[src/escaped_opcode_map.vh]
// opcode values, cycle counts and reset values for the escaped opcode decoder
// assumes inclusion by the decoder module only; definitions only
`ifndef ESCAPED_OPCODE_MAP_VH
`define ESCAPED_OPCODE_MAP_VH

// ************************************************************
// escape prefix and escaped second bytes
// ************************************************************
`define OP_ESCAPE        8'hA5
`define ESC_BREAK        8'h00
`define ESC_MAC_ASR      8'h03
`define ESC_MAC_CLR      8'hE4
`define ESC_CMP_R0       8'hB6
`define ESC_CMP_R1       8'hB7
`define ESC_LOAD_ALT     8'h90
`define ESC_CODE_ALT     8'h93
`define ESC_RD_ALT       8'hE0
`define ESC_WR_ALT       8'hF0

// ************************************************************
// standard opcodes with special timing
// ************************************************************
`define OP_PUSH          8'hC0
`define OP_POP           8'hD0
`define OP_LONG_CALL     8'h12
`define OP_RET           8'h22
`define OP_RETI          8'h32
`define OP_RD_SEL        8'hE0
`define OP_WR_SEL        8'hF0
`define OP_CODE_SEL      8'h93
`define OP_LOAD_SEL      8'h90

// ************************************************************
// cycle counts
// ************************************************************
`define CYC_ONE          4'h1
`define CYC_STACK        4'h2
`define CYC_STACK_EXT    4'h3
`define CYC_CALL         4'h4
`define CYC_CALL_EXT     4'h6
`define CYC_RET          4'h4
`define CYC_RET_EXT      4'h5
`define CYC_SEL_RAM      4'h2
`define CYC_SEL_OTHER    4'h4
`define CYC_ALT_RAM      4'h3
`define CYC_ALT_OTHER    4'h5
`define CYC_CODE_SEL     4'h3
`define CYC_LOAD_SEL     4'h3
`define CYC_ESC_SHORT    4'h2
`define CYC_ESC_LONG     4'h4

// ************************************************************
// reset values
// ************************************************************
`define RST_PC           16'h0000
`define RST_PTR          16'h0000
`define RST_MAC          40'h00_0000_0000

`endif

[src/escaped_opcode_decode_timing.v]
// escaped extension opcode decoder with per-instruction cycle timing
// assumes one opcode or operand byte offered per cycle on fetch_byte/fetch_valid,
// operand inputs (acc, indirect_data) steady in the finishing cycle, memory target steady when the opcode or escaped second byte is taken
`timescale 1ns/1ps
`include "escaped_opcode_map.vh"

// How it works
// - A5H prefix then second byte selects operation
// - selected pointer move external 2/4 cycles
// - alternate pointer move external 3/5 cycles
// - extended stack adds push/pop/call/return cycles
// - break enters debug handler when enabled
// - break otherwise two-cycle no-operation, flags kept
// - accumulator shift right keeps bit 39
// - accumulator clear zeros 40 bits, two cycles
// - compare branches when unequal, relative target
// - carry set when acc below indirect byte
// - compare via R0/R1 is A5 B6/B7, 4 cycles
// - alternate pointer immediate load A5 90, 4 cycles
// - code read acc plus alternate A5 93, 4 cycles
// - alternate pointer is the unselected one
module escaped_opcode_decode_timing (
  input  wire        clk,
  input  wire        rst_n,
  input  wire        fetch_valid,
  input  wire [7:0]  fetch_byte,
  input  wire [7:0]  acc,
  input  wire [7:0]  indirect_data,
  input  wire        target_internal_extra_ram,
  input  wire        extended_stack_on,
  input  wire        debug_enable,
  input  wire        pointer_select_bit,
  output reg         fetch_ready,
  output reg  [15:0] pc,
  output reg         instr_done,
  output reg  [3:0]  instr_cycles,
  output reg  [39:0] mac_acc,
  output reg  [15:0] data_pointer0,
  output reg  [15:0] data_pointer1,
  output reg         carry,
  output reg         on_chip_debug_handler_entry,
  output reg  [15:0] access_addr,
  output reg         ext_read,
  output reg         ext_write,
  output reg         code_read
);

  // ************************************************************
  // states
  // ************************************************************
  localparam [1:0] S_FIRST = 2'd0;
  localparam [1:0] S_ESC   = 2'd1;
  localparam [1:0] S_OPER  = 2'd2;
  localparam [1:0] S_WAIT  = 2'd3;

  reg [1:0] state;
  reg [7:0] opcode;     // first byte, or second byte when escaped
  reg       escaped;
  reg [1:0] need;       // operand bytes still to fetch
  reg       have_first; // first operand byte stored
  reg [7:0] opnd;       // first operand byte
  reg [3:0] used;       // cycles spent so far
  reg [3:0] total;      // cycles the instruction takes

  // ************************************************************
  // decode helpers
  // ************************************************************
  // cycles of a standard opcode
  function [3:0] std_cycles;
    input [7:0] op;
    input       internal_extra_ram;
    input       xstk;
    begin
      case (op)
        `OP_PUSH, `OP_POP:    std_cycles = xstk ? `CYC_STACK_EXT : `CYC_STACK;
        `OP_LONG_CALL:        std_cycles = xstk ? `CYC_CALL_EXT : `CYC_CALL;
        `OP_RET, `OP_RETI:    std_cycles = xstk ? `CYC_RET_EXT : `CYC_RET;
        `OP_RD_SEL, `OP_WR_SEL: std_cycles = internal_extra_ram ? `CYC_SEL_RAM : `CYC_SEL_OTHER;
        `OP_CODE_SEL:         std_cycles = `CYC_CODE_SEL;
        `OP_LOAD_SEL:         std_cycles = `CYC_LOAD_SEL;
        default:              std_cycles = `CYC_ONE;
      endcase
    end
  endfunction

  // operand bytes after a standard opcode
  function [1:0] std_len;
    input [7:0] op;
    begin
      case (op)
        `OP_PUSH, `OP_POP:           std_len = 2'd1;
        `OP_LONG_CALL, `OP_LOAD_SEL: std_len = 2'd2;
        default:                     std_len = 2'd0;
      endcase
    end
  endfunction

  // cycles of an escaped second byte
  function [3:0] esc_cycles;
    input [7:0] op;
    input       internal_extra_ram;
    begin
      case (op)
        `ESC_RD_ALT, `ESC_WR_ALT: esc_cycles = internal_extra_ram ? `CYC_ALT_RAM : `CYC_ALT_OTHER;
        `ESC_CMP_R0, `ESC_CMP_R1: esc_cycles = `CYC_ESC_LONG;
        `ESC_LOAD_ALT, `ESC_CODE_ALT: esc_cycles = `CYC_ESC_LONG;
        default:                  esc_cycles = `CYC_ESC_SHORT;
      endcase
    end
  endfunction

  // operand bytes after an escaped second byte
  function [1:0] esc_len;
    input [7:0] op;
    begin
      case (op)
        `ESC_CMP_R0, `ESC_CMP_R1: esc_len = 2'd1;
        `ESC_LOAD_ALT:            esc_len = 2'd2;
        default:                  esc_len = 2'd0;
      endcase
    end
  endfunction

  // ************************************************************
  // byte take and finish detection
  // ************************************************************
  wire       take      = fetch_ready & fetch_valid;
  wire [3:0] used_now  = used + 4'd1;
  wire [7:0] last_byte = take ? fetch_byte : opnd;
  wire [15:0] sel_ptr  = pointer_select_bit ? data_pointer1 : data_pointer0;
  wire [15:0] other_ptr = pointer_select_bit ? data_pointer0 : data_pointer1;
  wire [15:0] code_sum  = other_ptr + {8'h00, acc};
  wire [15:0] code_sum_sel = sel_ptr + {8'h00, acc};
  wire [15:0] pc_branch = pc + {{8{opnd[7]}}, opnd};

  reg       finish;
  reg [3:0] fin_total;

  // finish when all bytes are in and the cycle budget is spent
  always @* begin
    finish    = 1'b0;
    fin_total = total;
    case (state)
      S_FIRST: begin
        fin_total = std_cycles(fetch_byte, target_internal_extra_ram, extended_stack_on);
        finish    = take && (fetch_byte != `OP_ESCAPE) && (std_len(fetch_byte) == 2'd0) &&
                    (fin_total <= 4'd1);
      end
      S_ESC: begin
        fin_total = esc_cycles(fetch_byte, target_internal_extra_ram);
        finish    = take && (esc_len(fetch_byte) == 2'd0) && (fin_total <= 4'd2);
      end
      S_OPER:  finish = take && (need == 2'd1) && (used_now >= total);
      S_WAIT:  finish = (used_now >= total);
      default: finish = 1'b0;
    endcase
  end

  // ************************************************************
  // sequencer and execution
  // ************************************************************
  always @(posedge clk or negedge rst_n) begin
    if (!rst_n) begin
      state        <= S_FIRST;
      fetch_ready  <= 1'b1;
      opcode       <= 8'h00;
      escaped      <= 1'b0;
      need         <= 2'd0;
      have_first   <= 1'b0;
      opnd         <= 8'h00;
      used         <= 4'h0;
      total        <= 4'h0;
      pc           <= `RST_PC;
      instr_done   <= 1'b0;
      instr_cycles <= 4'h0;
      mac_acc      <= `RST_MAC;
      data_pointer0 <= `RST_PTR;
      data_pointer1 <= `RST_PTR;
      carry        <= 1'b0;
      on_chip_debug_handler_entry <= 1'b0;
      access_addr  <= 16'h0000;
      ext_read     <= 1'b0;
      ext_write    <= 1'b0;
      code_read    <= 1'b0;
    end else begin
      instr_done  <= finish;
      on_chip_debug_handler_entry <= 1'b0;
      ext_read    <= 1'b0;
      ext_write   <= 1'b0;
      code_read   <= 1'b0;
      if (take) begin
        pc <= pc + 16'h0001;
      end
      // byte intake and state moves
      case (state)
        S_FIRST: begin
          if (take) begin
            used       <= 4'h1;
            opcode     <= fetch_byte;
            have_first <= 1'b0;
            if (fetch_byte == `OP_ESCAPE) begin
              escaped <= 1'b1;
              state   <= S_ESC;
            end else begin
              escaped <= 1'b0;
              total   <= fin_total;
              need    <= std_len(fetch_byte);
              if (std_len(fetch_byte) != 2'd0) begin
                state <= S_OPER;
              end else if (!finish) begin
                state       <= S_WAIT;
                fetch_ready <= 1'b0;
              end
            end
          end
        end
        S_ESC: begin
          if (take) begin
            used   <= used_now;
            opcode <= fetch_byte;
            total  <= fin_total;
            need   <= esc_len(fetch_byte);
            if (esc_len(fetch_byte) != 2'd0) begin
              state <= S_OPER;
            end else if (finish) begin
              state <= S_FIRST;
            end else begin
              state       <= S_WAIT;
              fetch_ready <= 1'b0;
            end
          end
        end
        S_OPER: begin
          if (take) begin
            used <= used_now;
            need <= need - 2'd1;
            if (!have_first) begin
              opnd       <= fetch_byte;
              have_first <= 1'b1;
            end
            if (need == 2'd1) begin
              if (finish) begin
                state <= S_FIRST;
              end else begin
                state       <= S_WAIT;
                fetch_ready <= 1'b0;
              end
            end
          end
        end
        S_WAIT: begin
          used <= used_now;
          if (finish) begin
            state       <= S_FIRST;
            fetch_ready <= 1'b1;
          end
        end
        default: begin
          state       <= S_FIRST;
          fetch_ready <= 1'b1;
        end
      endcase
      // effects in the last cycle of an instruction
      if (finish) begin
        instr_cycles <= fin_total;
        if (state != S_FIRST && escaped) begin
          case ((state == S_ESC) ? fetch_byte : opcode)
            `ESC_BREAK: begin
              on_chip_debug_handler_entry <= debug_enable;
            end
            `ESC_MAC_ASR: mac_acc <= {mac_acc[39], mac_acc[39:1]};
            `ESC_MAC_CLR: mac_acc <= `RST_MAC;
            `ESC_CMP_R0, `ESC_CMP_R1: begin
              carry <= (acc < indirect_data);
              if (acc != indirect_data) begin
                pc <= pc_branch;
              end
            end
            `ESC_LOAD_ALT: begin
              if (pointer_select_bit) begin
                data_pointer0 <= {opnd, last_byte};
              end else begin
                data_pointer1 <= {opnd, last_byte};
              end
            end
            `ESC_CODE_ALT: begin
              access_addr <= code_sum;
              code_read   <= 1'b1;
            end
            `ESC_RD_ALT, `ESC_WR_ALT: begin
              // alternate read or write, always ends in wait
              access_addr <= other_ptr;
              ext_read    <= ~opcode[4];
              ext_write   <= opcode[4];
            end
            default: access_addr <= access_addr;
          endcase
        end else if (!escaped || state == S_FIRST) begin
          case ((state == S_FIRST) ? fetch_byte : opcode)
            `OP_RD_SEL, `OP_WR_SEL: begin
              // selected pointer access, always ends in wait
              access_addr <= sel_ptr;
              ext_read    <= ~opcode[4];
              ext_write   <= opcode[4];
            end
            `OP_CODE_SEL: begin
              access_addr <= code_sum_sel;
              code_read   <= 1'b1;
            end
            default: access_addr <= access_addr;
          endcase
        end
      end
    end
  end

endmodule // escaped_opcode_decode_timing

[config.mk]
export PLATFORM = sky130hd
export DESIGN_NAME = escaped_opcode_decode_timing
export DESIGN_NICKNAME = d
export VERILOG_FILES = /design/src/escaped_opcode_decode_timing.v
export VERILOG_INCLUDE_DIRS = /design/src /design/src/src
export SDC_FILE = /design/constraint.sdc
export NUM_CORES = 1
export LEC_CHECK = 0
export ABC_AREA = 0
export BUFFER_PORTS_ARGS = -buffer_cell sky130_fd_sc_hd__buf_2
export CAP_MARGIN = 5
export CORE_ASPECT_RATIO = 0.8
export CORE_MARGIN = 10
export CORE_UTILIZATION = 40
export DETAILED_ROUTE_END_ITERATION = 10
export GPL_TIMING_DRIVEN = 0
export PLACE_DENSITY = 0.62
export SLEW_MARGIN = 10
export SYNTH_ARGS = -nofsm -noshare
export SYNTH_HDL_FRONTEND = slang
export SYNTH_SLANG_ARGS = --single-unit
[constraint.sdc]
create_clock -name clk -period 4.13 [get_ports clk]
set_clock_uncertainty 0.1 [all_clocks]
set_input_delay 0.413 -clock clk [delete_from_list [all_inputs] [get_ports clk]]
set_output_delay 0.413 -clock clk [all_outputs]
set_load 0.1 [all_outputs]
==> impl_metrics.toml, run 1 <==
[detailed_routing]
route.vias.total = 8396
postRouteAntennaNets = 0
drt_iter0_drc = 748
wl_per_cell_um = 19.1
drcViolationCount = 0
vias_per_cell = 5.50
drt_wl_total_um = 29200
drtPass1Iterations = 7

[global_route]
grt_max_degree = 108
grt_pass1_wl_um = 45700
overflow = 0
antenna_found_initial = 2
grt_pass1_vias = 8014
track_usage = 0.192

[yosys]
synth_top_area_share = 0.379
avgSynthCellArea_um2 = 9.06
netlist_area_um2 = 9430
postSynthCellCount = 1041
synth_edf_count = 0
synth_top_cell_by_area = "dfrtp_1"
async_flop_share = 1.00
synth_warnings = 0
synth-seq-area-share = 0.382
synthFlopType = "dfrtp_1"
synth.distinct_cells = 81
ys_seq_elements = 144
ys_top_cells_by_area = "dfrtp_1 (38%), ha_1 (6.6%), nand2_1 (6.4%)"
syn_nets = 1125

[power_and_ir_drop]
powerDensity_nw_per_um2 = 501
leakage_nw = 5.36
p_sw_mw = 2.28
clkPwrFrac = 0.309
power.internal_mw = 3.37
fin_total_pwr_mw = 5.65
sw_frac_of_total = 0.404
seqPwrFrac = 0.328
power_frac_comb = 0.363
max-vdd-ir-drop_mv = 0.314

[cells_and_area]
finish.instance_area_um2 = 11300
final_layout_size_suffix_gt1_frac = 0.212
stdcell_count = 1527
area_delta_synth_final_pct = 19.4
fill_cells = 2225
final_util = 0.483
nets = 1286

[place]
dp_hpwl_um = 22200
place_congestion = 0.952
post_dp_cell_area_um2 = 10600
port_buffers = 140
dp.cells = 1494
pre_cts_ws_ns = -0.922

[setup_path]
rr_worst_depth = 9
arrival_ns = 4.12
cp_common_cell = "clkbuf_2"
critPathMaxFanout = 10
startpoint_type = "input pin"
r2r_setup_slack_ns = 0.56
cp_data_required_time_ns = 4.33
crit_chain = "clkbuf_1 > clkbuf_2 > clkbuf_2 > buf_2 > mux2i_2 > inv_1 > ha_1 > a211oi_1 > o21a_1 > o21ai_0 > nor3b_4 > nand3b_1 > xor2_1 > mux2i_1 > o21ai_1"
slowest_delay_ns = 0.38
end_kind = "register"
crit_slowest_cell = "nor3b_4"
path_class = "in -> reg"

[floorplanning]
ios = 146
die_h_um = 157
core-area_um2 = 23300
rows = 50
start_util = 0.404
dieArea_um2 = 30200
die_w_um = 192

[clock_network]
clk_pin_slew_ns = 0.06
cts_tree = "built"
clock-sinks = 144
clk_latency_ns = 0.42
cts_root_buffer = "clkbuf_16"
cts_max_level = 4
cts_buffers = 17
cts_buffer_depth = 2

[min_path]
holdPathStages = 3
hold_path.class = "in -> reg"

[sta]
finalMaxSlewViolations = 0
report.final.hold_viol_count = 0
relSlewSlack = 0.359
final.setup.worst_slack_ns = 0.206
finalSetupViolCount = 0
max_clock_freq_ghz = 0.255
finalCriticalPeriod_ns = 3.92
period_share = 0.950
worstMarginPinSlew_ns = 0.962
rsz0062_at_grt = "no"

[status]
status = "finished, final reports clean"

[flow_run]
drv_cap = 0
## cells by family after synthesis
| kind of cell | Yosys count | share of synthesized area |
|---|---|---|
| compound gates | 265 | 0.175 |
| xor+xnor | 52 | 0.0483 |
| fa+ha+maj | 53 | 0.0727 |
| buf+inv | 83 | 0.0374 |
| flops | 144 | 0.382 |
| mux | 87 | 0.105 |
| other cells | 1 | 0.000397 |
| simple gates | 356 | 0.180 |
## final cells by class
class | instances | area [um^2] | area share
multi-input cells | 814 | 5500 | 0.488
flip-flops and latches | 144 | 3600 | 0.320
plain buffers | 47 | 221 | 0.0197
diodes | 1 | 2.50 | 0.000222
clock buffers | 22 | 484 | 0.0430
repair buffers | 142 | 748 | 0.0664
inverters | 36 | 135 | 0.0120
well taps | 312 | 390 | 0.0347
clock inverters | 9 | 179 | 0.0159
## per-layer routing
metal	share of wire	GRT usage	wire length, um
met1	0.47	0.268	13800
met2	0.45	0.294	13200
met3	0.061	0.0385	1790
met4	0.014	0.0524	423
met5	0.00034	0	10
## path summary, 6_finish.rpt
| kind | from | to |
|---|---|---|
| max in group asynchronous | rst_n | mac_acc[28]$_DFFE_PN0P_ |
| setup / recovery | pointer_select_bit | access_addr[15]$_DFFE_PN0P_ |
| hold reg to reg | pc[15]$_DFF_PN0_ | pc[15]$_DFF_PN0_ |
| min in group asynchronous | rst_n | access_addr[12]$_DFFE_PN0P_ |
| hold / removal | debug_enable | on_chip_debug_handler_entry$_DFF_PN0_ |
| setup reg to reg | state[1]$_DFFE_PN0P_ | access_addr[11]$_DFFE_PN0P_ |
## registers in the layout (all words and copies together), names as in the netlist, 2 cells and up
| name | flops |
|---|---|
| access_addr | 16 |
| data_pointer0 | 16 |
| data_pointer1 | 16 |
| instr_cycles | 4 |
| mac_acc | 39 |
| need | 2 |
| opcode | 8 |
| opnd | 8 |
| pc | 16 |
| state | 2 |
| total | 4 |
| used | 4 |
## repair_timing
action                                 4_1_cts  5_1_grt
pin swaps                                    0        0
buffers inserted                             0        0
hold buffers                                 1        0
setup endpoints to repair                    9        8
endpoints found under the hold margin       37        0
gates resized for setup                      4        4
## placed cells by master (no fill, tap or decap), types with 7 or more instances in the layout
master,n
nand3_1,18
nor2b_1,11
o22ai_1,7
and3_1,10
clkbuf_16,17
xor2_1,28
a31oi_1,10
nand4_1,10
o21ai_0,88
xnor2_1,24
dfrtp_1,143
ha_1,50
a21oi_1,42
nor3_1,14
mux2_2,37
clkbuf_1,29
o21a_1,10
nand2b_1,10
nor2_1,75
mux2_4,9
and2_1,8
a22oi_1,7
o21ai_1,19
inv_1,35
nand2_1,162
o211ai_1,9
a211oi_1,17
buf_2,147
mux2i_1,19
mux2_1,21
## power groups by stage
stage | registers, mW | logic, mW | clock network [mW]
5_1_grt | 1.88 | 2.23 | 1.84
6_report | 1.85 | 2.05 | 1.75
3_3_place_gp | 1.86 | 1.99 | 0
2_1_floorplan | 2.28 | 1.06 | 0
3_5_place_dp | 1.87 | 2.02 | 0
4_1_cts | 1.85 | 2.04 | 1.78
## cell usage after synthesis, types with 9 or more instances
library cell	number
a211oi_1	17
a21oi_1	43
a31oi_1	10
and3_1	10
clkbuf_1	30
dfrtp_1	143
ha_1	50
inv_1	35
mux2_1	21
mux2_2	37
mux2_4	9
mux2i_1	20
nand2_1	162
nand2b_1	10
nand3_1	18
nand4_1	10
nor2_1	75
nor2b_1	11
nor3_1	14
o211ai_1	9
o21a_1	10
o21ai_0	88
o21ai_1	19
xnor2_1	24
xor2_1	28
## metrics by stage
| step | hold WS, ns | TNS, ns |
|---|---|---|
| 3_5_place_dp | 0.214 | -6.87 |
| 2_1_floorplan | 0.0174 | 0 |
| 3_3_place_gp | 0.352 | -6.23 |
| 6_report | 0.120 | 0 |
| 4_1_cts | 0.100 | 0 |
| 5_1_grt | 0.133 | 0 |
## worst max-delay path, delay by kind of cell
family                     cells  cell delay, ns
buffers and inverters          5            1.43
xor gates and xnor gates       1            0.18
and+or+nand+nor                2            0.55
adders and majority gates      1            0.30
AOI/OAI and AO/OA              4            0.63
muxes                          2            0.59
(Power assumes the default switching activity.)
==> inputs of run 2 (changes only) <==
--- a/config.mk
+++ b/config.mk
@@ -11,10 +11,10 @@
 export CAP_MARGIN = 5
 export CORE_ASPECT_RATIO = 0.8
 export CORE_MARGIN = 10
-export CORE_UTILIZATION = 40
+export CORE_UTILIZATION = 58
 export DETAILED_ROUTE_END_ITERATION = 10
 export GPL_TIMING_DRIVEN = 0
-export PLACE_DENSITY = 0.62
+export PLACE_DENSITY = 0.83
 export SLEW_MARGIN = 10
 export SYNTH_ARGS = -nofsm -noshare
 export SYNTH_HDL_FRONTEND = slang
==> run 2 against run 1 <==
  * Combinational power fell by 2%
  * Cell count fell by 6.3%
  * Sequential share of layout area rose by 0.59 points
  * Highest routed layer is now met4
==> impl_metrics.toml, run 2 (same netlist as run 1, synthesis figures left out) <==
[status]
status = "finished, final reports clean"

[setup_path]
cp_top_family = "buffers and inverters"
end_kind = "register"
startpoint = "pointer_select_bit"
path_class = "in -> reg"
critPathMaxFanout = 10
startpoint_type = "input pin"
cp_data_required_time_ns = 4.33
arrival_ns = 4.07
crit_slowest_cell = "nor3b_2"
crit_buf_inv = 5
r2r_start = "fetch_ready$_DFFE_PN1P_"
crit_chain = "clkbuf_1 > clkbuf_2 > clkbuf_2 > buf_2 > mux2i_1 > inv_1 > ha_1 > a211oi_1 > o21a_1 > o21ai_0 > nor3b_2 > nand3b_1 > xor2_1 > mux2i_1 > o21ai_1"
slowest_delay_ns = 0.43
r2r_setup_slack_ns = 0.62

[cells_and_area]
final_layout_size_suffix_gt1_frac = 0.212
nets = 1286
final_common_cell = "nand2_1"
top_register = "mac_acc"
area_delta_synth_final_pct = 17.3
final_cell_mix = "nand2_1 (162), buf_2 (147), dfrtp_1 (143)"
largest_reg_flops = 39

[sta]
report.final.hold_viol_count = 0
finalCriticalPeriod_ns = 3.87
finalMaxSlewViolations = 0
final.setup.worst_slack_ns = 0.258
relSlewSlack = 0.383
max_clock_freq_ghz = 0.258
worstMarginPinSlew_ns = 0.919
rsz0062_at_grt = "no"
finalSetupViolCount = 0
period_share = 0.938

[global_route]
overflow = 0
grt_max_degree = 75
grt_pass1_vias = 8217
grt_pass1_wl_um = 43700
antenna_found_initial = 1
track_usage = 0.246

[clock_network]
cts_max_level = 4
clk_pin_slew_ns = 0.06
cts_root_buffer = "clkbuf_16"
cts_buffers = 17
cts_buffer_depth = 2
clk_latency_ns = 0.42
clock-sinks = 144
cts_setup_buffers = 0
cts_tree = "built"

[power_and_ir_drop]
max-vdd-ir-drop_mv = 0.491
leakage_nw = 5.31
fin_total_pwr_mw = 5.40
powerDensity_nw_per_um2 = 488

[detailed_routing]
drcViolationCount = 0
route.vias.total = 8631
drt_wl_total_um = 27100
drtPass1Iterations = 6
wl_per_cell_um = 18.9
drt_iter0_drc = 875
vias_per_cell = 6.03
postRouteAntennaNets = 0

[place]
port_buffers = 140
pre_cts_ws_ns = -0.770
place_congestion = 0.976
dp_hpwl_um = 20500

[flow_run]
drv_cap = 0

[min_path]
hold_path.class = "in -> reg"
hp-start = "debug_enable"

[floorplanning]
start_util = 0.595
die_w_um = 163
rows = 41
ios = 146
core-area_um2 = 15900
die_h_um = 134
dieArea_um2 = 21800
[run 2: cell types whose count changed in the layout (fill, tap and decap cells not counted), sizes merged]
cell | before | now
clkbuf | 54 | 50
clkinv | 2 | 6
inv | 36 | 40
bufinv | 5 | 2
[run 2: repair_timing]
action	in CTS	in global routing
cloned	0	0
hold buffers	1	0
pin swaps	0	0
resized for setup	3	3
setup endpoints to repair	6	7
hold endpoints to repair	69	0
[run 2: path summary, 6_finish.rpt]
kind,to,cells after the start
setup / recovery,access_addr[15]$_DFFE_PN0P_,15
hold / removal,on_chip_debug_handler_entry$_DFF_PN0_,3
setup reg to reg,data_pointer1[10]$_DFFE_PN0P_,10
hold reg to reg,pc[15]$_DFF_PN0_,1
max in group asynchronous,used[0]$_DFFE_PN0P_,3
min in group asynchronous,access_addr[13]$_DFFE_PN0P_,2
[run 2: layer usage]
metal  routed length, um  GRT usage  part of all wire
met1               11800      0.331              0.43
met2               12200      0.379              0.45
met3                2600     0.0694             0.096
met4                 529     0.0710             0.020
met5                   0          0                 0
[run 2: tightest hold or removal path, cell delays in order]
cell	delay, ns
buf_2	0.10
nand2_1	0.04
a2111oi_0	0.05
[run 2: area by class of cell]
cell class | instances | area (um^2)
fill | 1268 | 4790
timing repair buffer | 142 | 748
tap | 215 | 269
clock inverter | 14 | 155
buffer | 47 | 221
multi-input combinational | 814 | 5490
antenna | 1 | 2.50
sequential | 144 | 3600
inverter | 36 | 135
clock buffer | 18 | 439
[run 2: per-stage QoR]
step           cell area [um^2]  setup TNS [ns]  instances   util  hold WS, ns
3_5_place_dp              10400           -5.27       1397  0.659        0.295
2_1_floorplan              9430               0       1041      -       0.0174
5_1_grt                   11100               0       1431  0.698        0.129
3_3_place_gp              10400           -5.02       1396  0.656        0.353
6_report                  11100               0       1431  0.698        0.138
4_1_cts                   11100               0       1430  0.698        0.122
[run 2: power by group]
part           switching, mW  internal (mW)
Combinational           1.40          0.616
Clock                  0.632          0.914
Sequential             0.229           1.62
Total                   2.26           3.15
==> inputs of run 3 (changes only) <==
--- a/config.mk
+++ b/config.mk
@@ -14,7 +14,7 @@
 export CORE_UTILIZATION = 58
 export DETAILED_ROUTE_END_ITERATION = 10
 export GPL_TIMING_DRIVEN = 0
-export PLACE_DENSITY = 0.83
+export PLACE_DENSITY = 0.87
 export SLEW_MARGIN = 10
 export SYNTH_ARGS = -nofsm -noshare
 export SYNTH_HDL_FRONTEND = slang
==> run 3 against run 2 <==
  * Non-clock buffer count did not move
  * Critical path depth stayed put
  * Cell count decreased by 0.14%
  * Clock power up 5%
  * Worst hold slack is essentially flat
  * Die area is the same
  * Wire length up 4.8%
  * Register-to-register slack got worse by 0.05 ns
  * Worst setup slack is essentially flat
  * Largest power group unchanged
  * Highest routed layer unchanged
==> impl_metrics.toml, run 3 (same netlist as run 1, synthesis figures left out) <==
[global_route]
grt_pass1_vias = 8675
grt_pass1_wl_um = 45800
overflow = 0
track_usage = 0.257
grt_max_degree = 74
antenna_found_initial = 1

[cells_and_area]
largest_reg_flops = 39
top_register = "mac_acc"
nets = 1286
finish.instance_area_um2 = 11100
final_common_cell = "nand2_1"
area_delta_synth_final_pct = 17.5
final_cell_mix = "nand2_1 (162), buf_2 (147), dfrtp_1 (143)"
final_layout_size_suffix_gt1_frac = 0.210

[detailed_routing]
highest_layer = "met4"
drt_iter0_drc = 941
drtPass1Iterations = 6
postRouteAntennaNets = 0
drt_wl_total_um = 28400
wl_per_cell_um = 19.9
m1WireLength_um = 11700
vias_per_cell = 6.22
met3_length_um = 2870
met2_length_um = 13000
route.vias.total = 8890
drcViolationCount = 0

[power_and_ir_drop]
p_sw_mw = 2.30
leakage_nw = 5.33
max-vdd-ir-drop_mv = 0.474
power_frac_comb = 0.369
sw_frac_of_total = 0.414
powerDensity_nw_per_um2 = 500
clkPwrFrac = 0.295
seqPwrFrac = 0.336
power.internal_mw = 3.25

[sta]
finalSetupViolCount = 0
tns_ns = 0
finalCriticalPeriod_ns = 3.87
relSlewSlack = 0.362
finalMaxSlewViolations = 0
max_clock_freq_ghz = 0.258
hold-worst-slack_ns = 0.138
period_share = 0.937
report.final.hold_viol_count = 0
worstMarginPinSlew_ns = 0.951
rsz0062_at_grt = "no"

[floorplanning]
start_util = 0.595
core-area_um2 = 15900
die_h_um = 134
ios = 146
dieArea_um2 = 21800
die_w_um = 163
rows = 41

[clock_network]
cts_tree = "built"
cts_max_level = 4
cts_buffer_depth = 2
cts_setup_buffers = 0
clk_pin_slew_ns = 0.06
cts_root_buffer = "clkbuf_16"
cts_buffers = 17
clock-sinks = 144
clk_latency_ns = 0.43

[setup_path]
crit_end = "access_addr[15]$_DFFE_PN0P_"
startpoint_type = "input pin"
path_class = "in -> reg"
startpoint = "pointer_select_bit"
critPathMaxFanout = 10
rr_worst_depth = 11
cp_data_required_time_ns = 4.33
rr_endpoint = "data_pointer0[14]$_DFFE_PN0P_"
end_kind = "register"
arrival_ns = 4.07
r2r_setup_slack_ns = 0.57
r2r_start = "used[0]$_DFFE_PN0P_"

[place]
port_buffers = 140
post_dp_cell_area_um2 = 10400
dp_hpwl_um = 21200
place_congestion = 0.953

[min_path]
holdPathStages = 3
hold_path.class = "in -> reg"

[flow_run]
drv_cap = 0

[status]
status = "finished, final reports clean"
run 3: cell types whose count changed in the layout (fill, tap and decap cells not counted), sizes merged:
cell	previous run	this run
clkinv	6	1
bufinv	2	4
clkinvlp	2	3
run 3: power by group through the flow:
stage	Clock, mW	Combinational (mW)	Sequential (mW)
6_report	1.63	2.05	1.86
3_5_place_dp	0	1.99	1.86
2_1_floorplan	0	1.06	2.28
3_3_place_gp	0	1.94	1.85
5_1_grt	1.72	2.22	1.88
4_1_cts	1.65	2.01	1.85
run 3: metrics by stage:
| step | util | power, mW | cells | setup WS (ns) |
|---|---|---|---|---|
| 2_1_floorplan | - | 3.34 | 1041 | 0.132 |
| 3_3_place_gp | 0.656 | 3.79 | 1396 | -0.731 |
| 3_5_place_dp | 0.659 | 3.85 | 1397 | -0.867 |
| 4_1_cts | 0.698 | 5.51 | 1428 | 0.0164 |
| 5_1_grt | 0.700 | 5.82 | 1429 | 0.0237 |
| 6_report | 0.700 | 5.54 | 1429 | 0.258 |
run 3: how the worst min path moves through the flow:
stage,startpoint,endpoint
after floorplan,rst_n,access_addr[0]$_DFFE_PN0P_
after detailed placement,rst_n,access_addr[13]$_DFFE_PN0P_
after global routing,debug_enable,on_chip_debug_handler_entry$_DFF_PN0_
after global placement,pc[15]$_DFF_PN0_,pc[15]$_DFF_PN0_
after CTS,debug_enable,on_chip_debug_handler_entry$_DFF_PN0_
final,debug_enable,on_chip_debug_handler_entry$_DFF_PN0_
run 3: what timing repair did:
| item | 4_1_cts | 5_1_grt |
|---|---|---|
| setup endpoints to repair | 9 | 9 |
| resized for setup | 2 | 6 |
| hold buffers | 1 | 0 |
| pin swaps | 0 | 0 |
| hold endpoints to repair | 71 | 0 |
run 3: critical path, stage by stage:
cell and delay, ns:
clkbuf_1 0.31, clkbuf_2 0.32, clkbuf_2 0.35, buf_2 0.37, mux2i_2 0.35, inv_1 0.08, ha_1 0.30, a211oi_1 0.09
o21a_1 0.21, o21ai_0 0.19, nor3b_4 0.38, nand3b_1 0.18, xor2_1 0.19, mux2i_1 0.25, o21ai_1 0.09
run 3: per-layer routing:
metal / track usage / vias up
li1: - / 4040
met5: 0 / -
met3: 0.0734 / 86
met4: 0.0910 / 0
met1: 0.332 / 4244
met2: 0.402 / 520
run 3: final cells by class:
cell class                      count  area (um^2)
Multi-Input combinational cell    814         5500
Fill cell                        1195         4760
Sequential cell                   144         3600
Timing Repair Buffer              142          748
Clock buffer                       18          429
Tap cell                          215          269
Buffer                             47          221
Clock inverter                     12          183
Inverter                           36          135
Antenna cell                        1         2.50
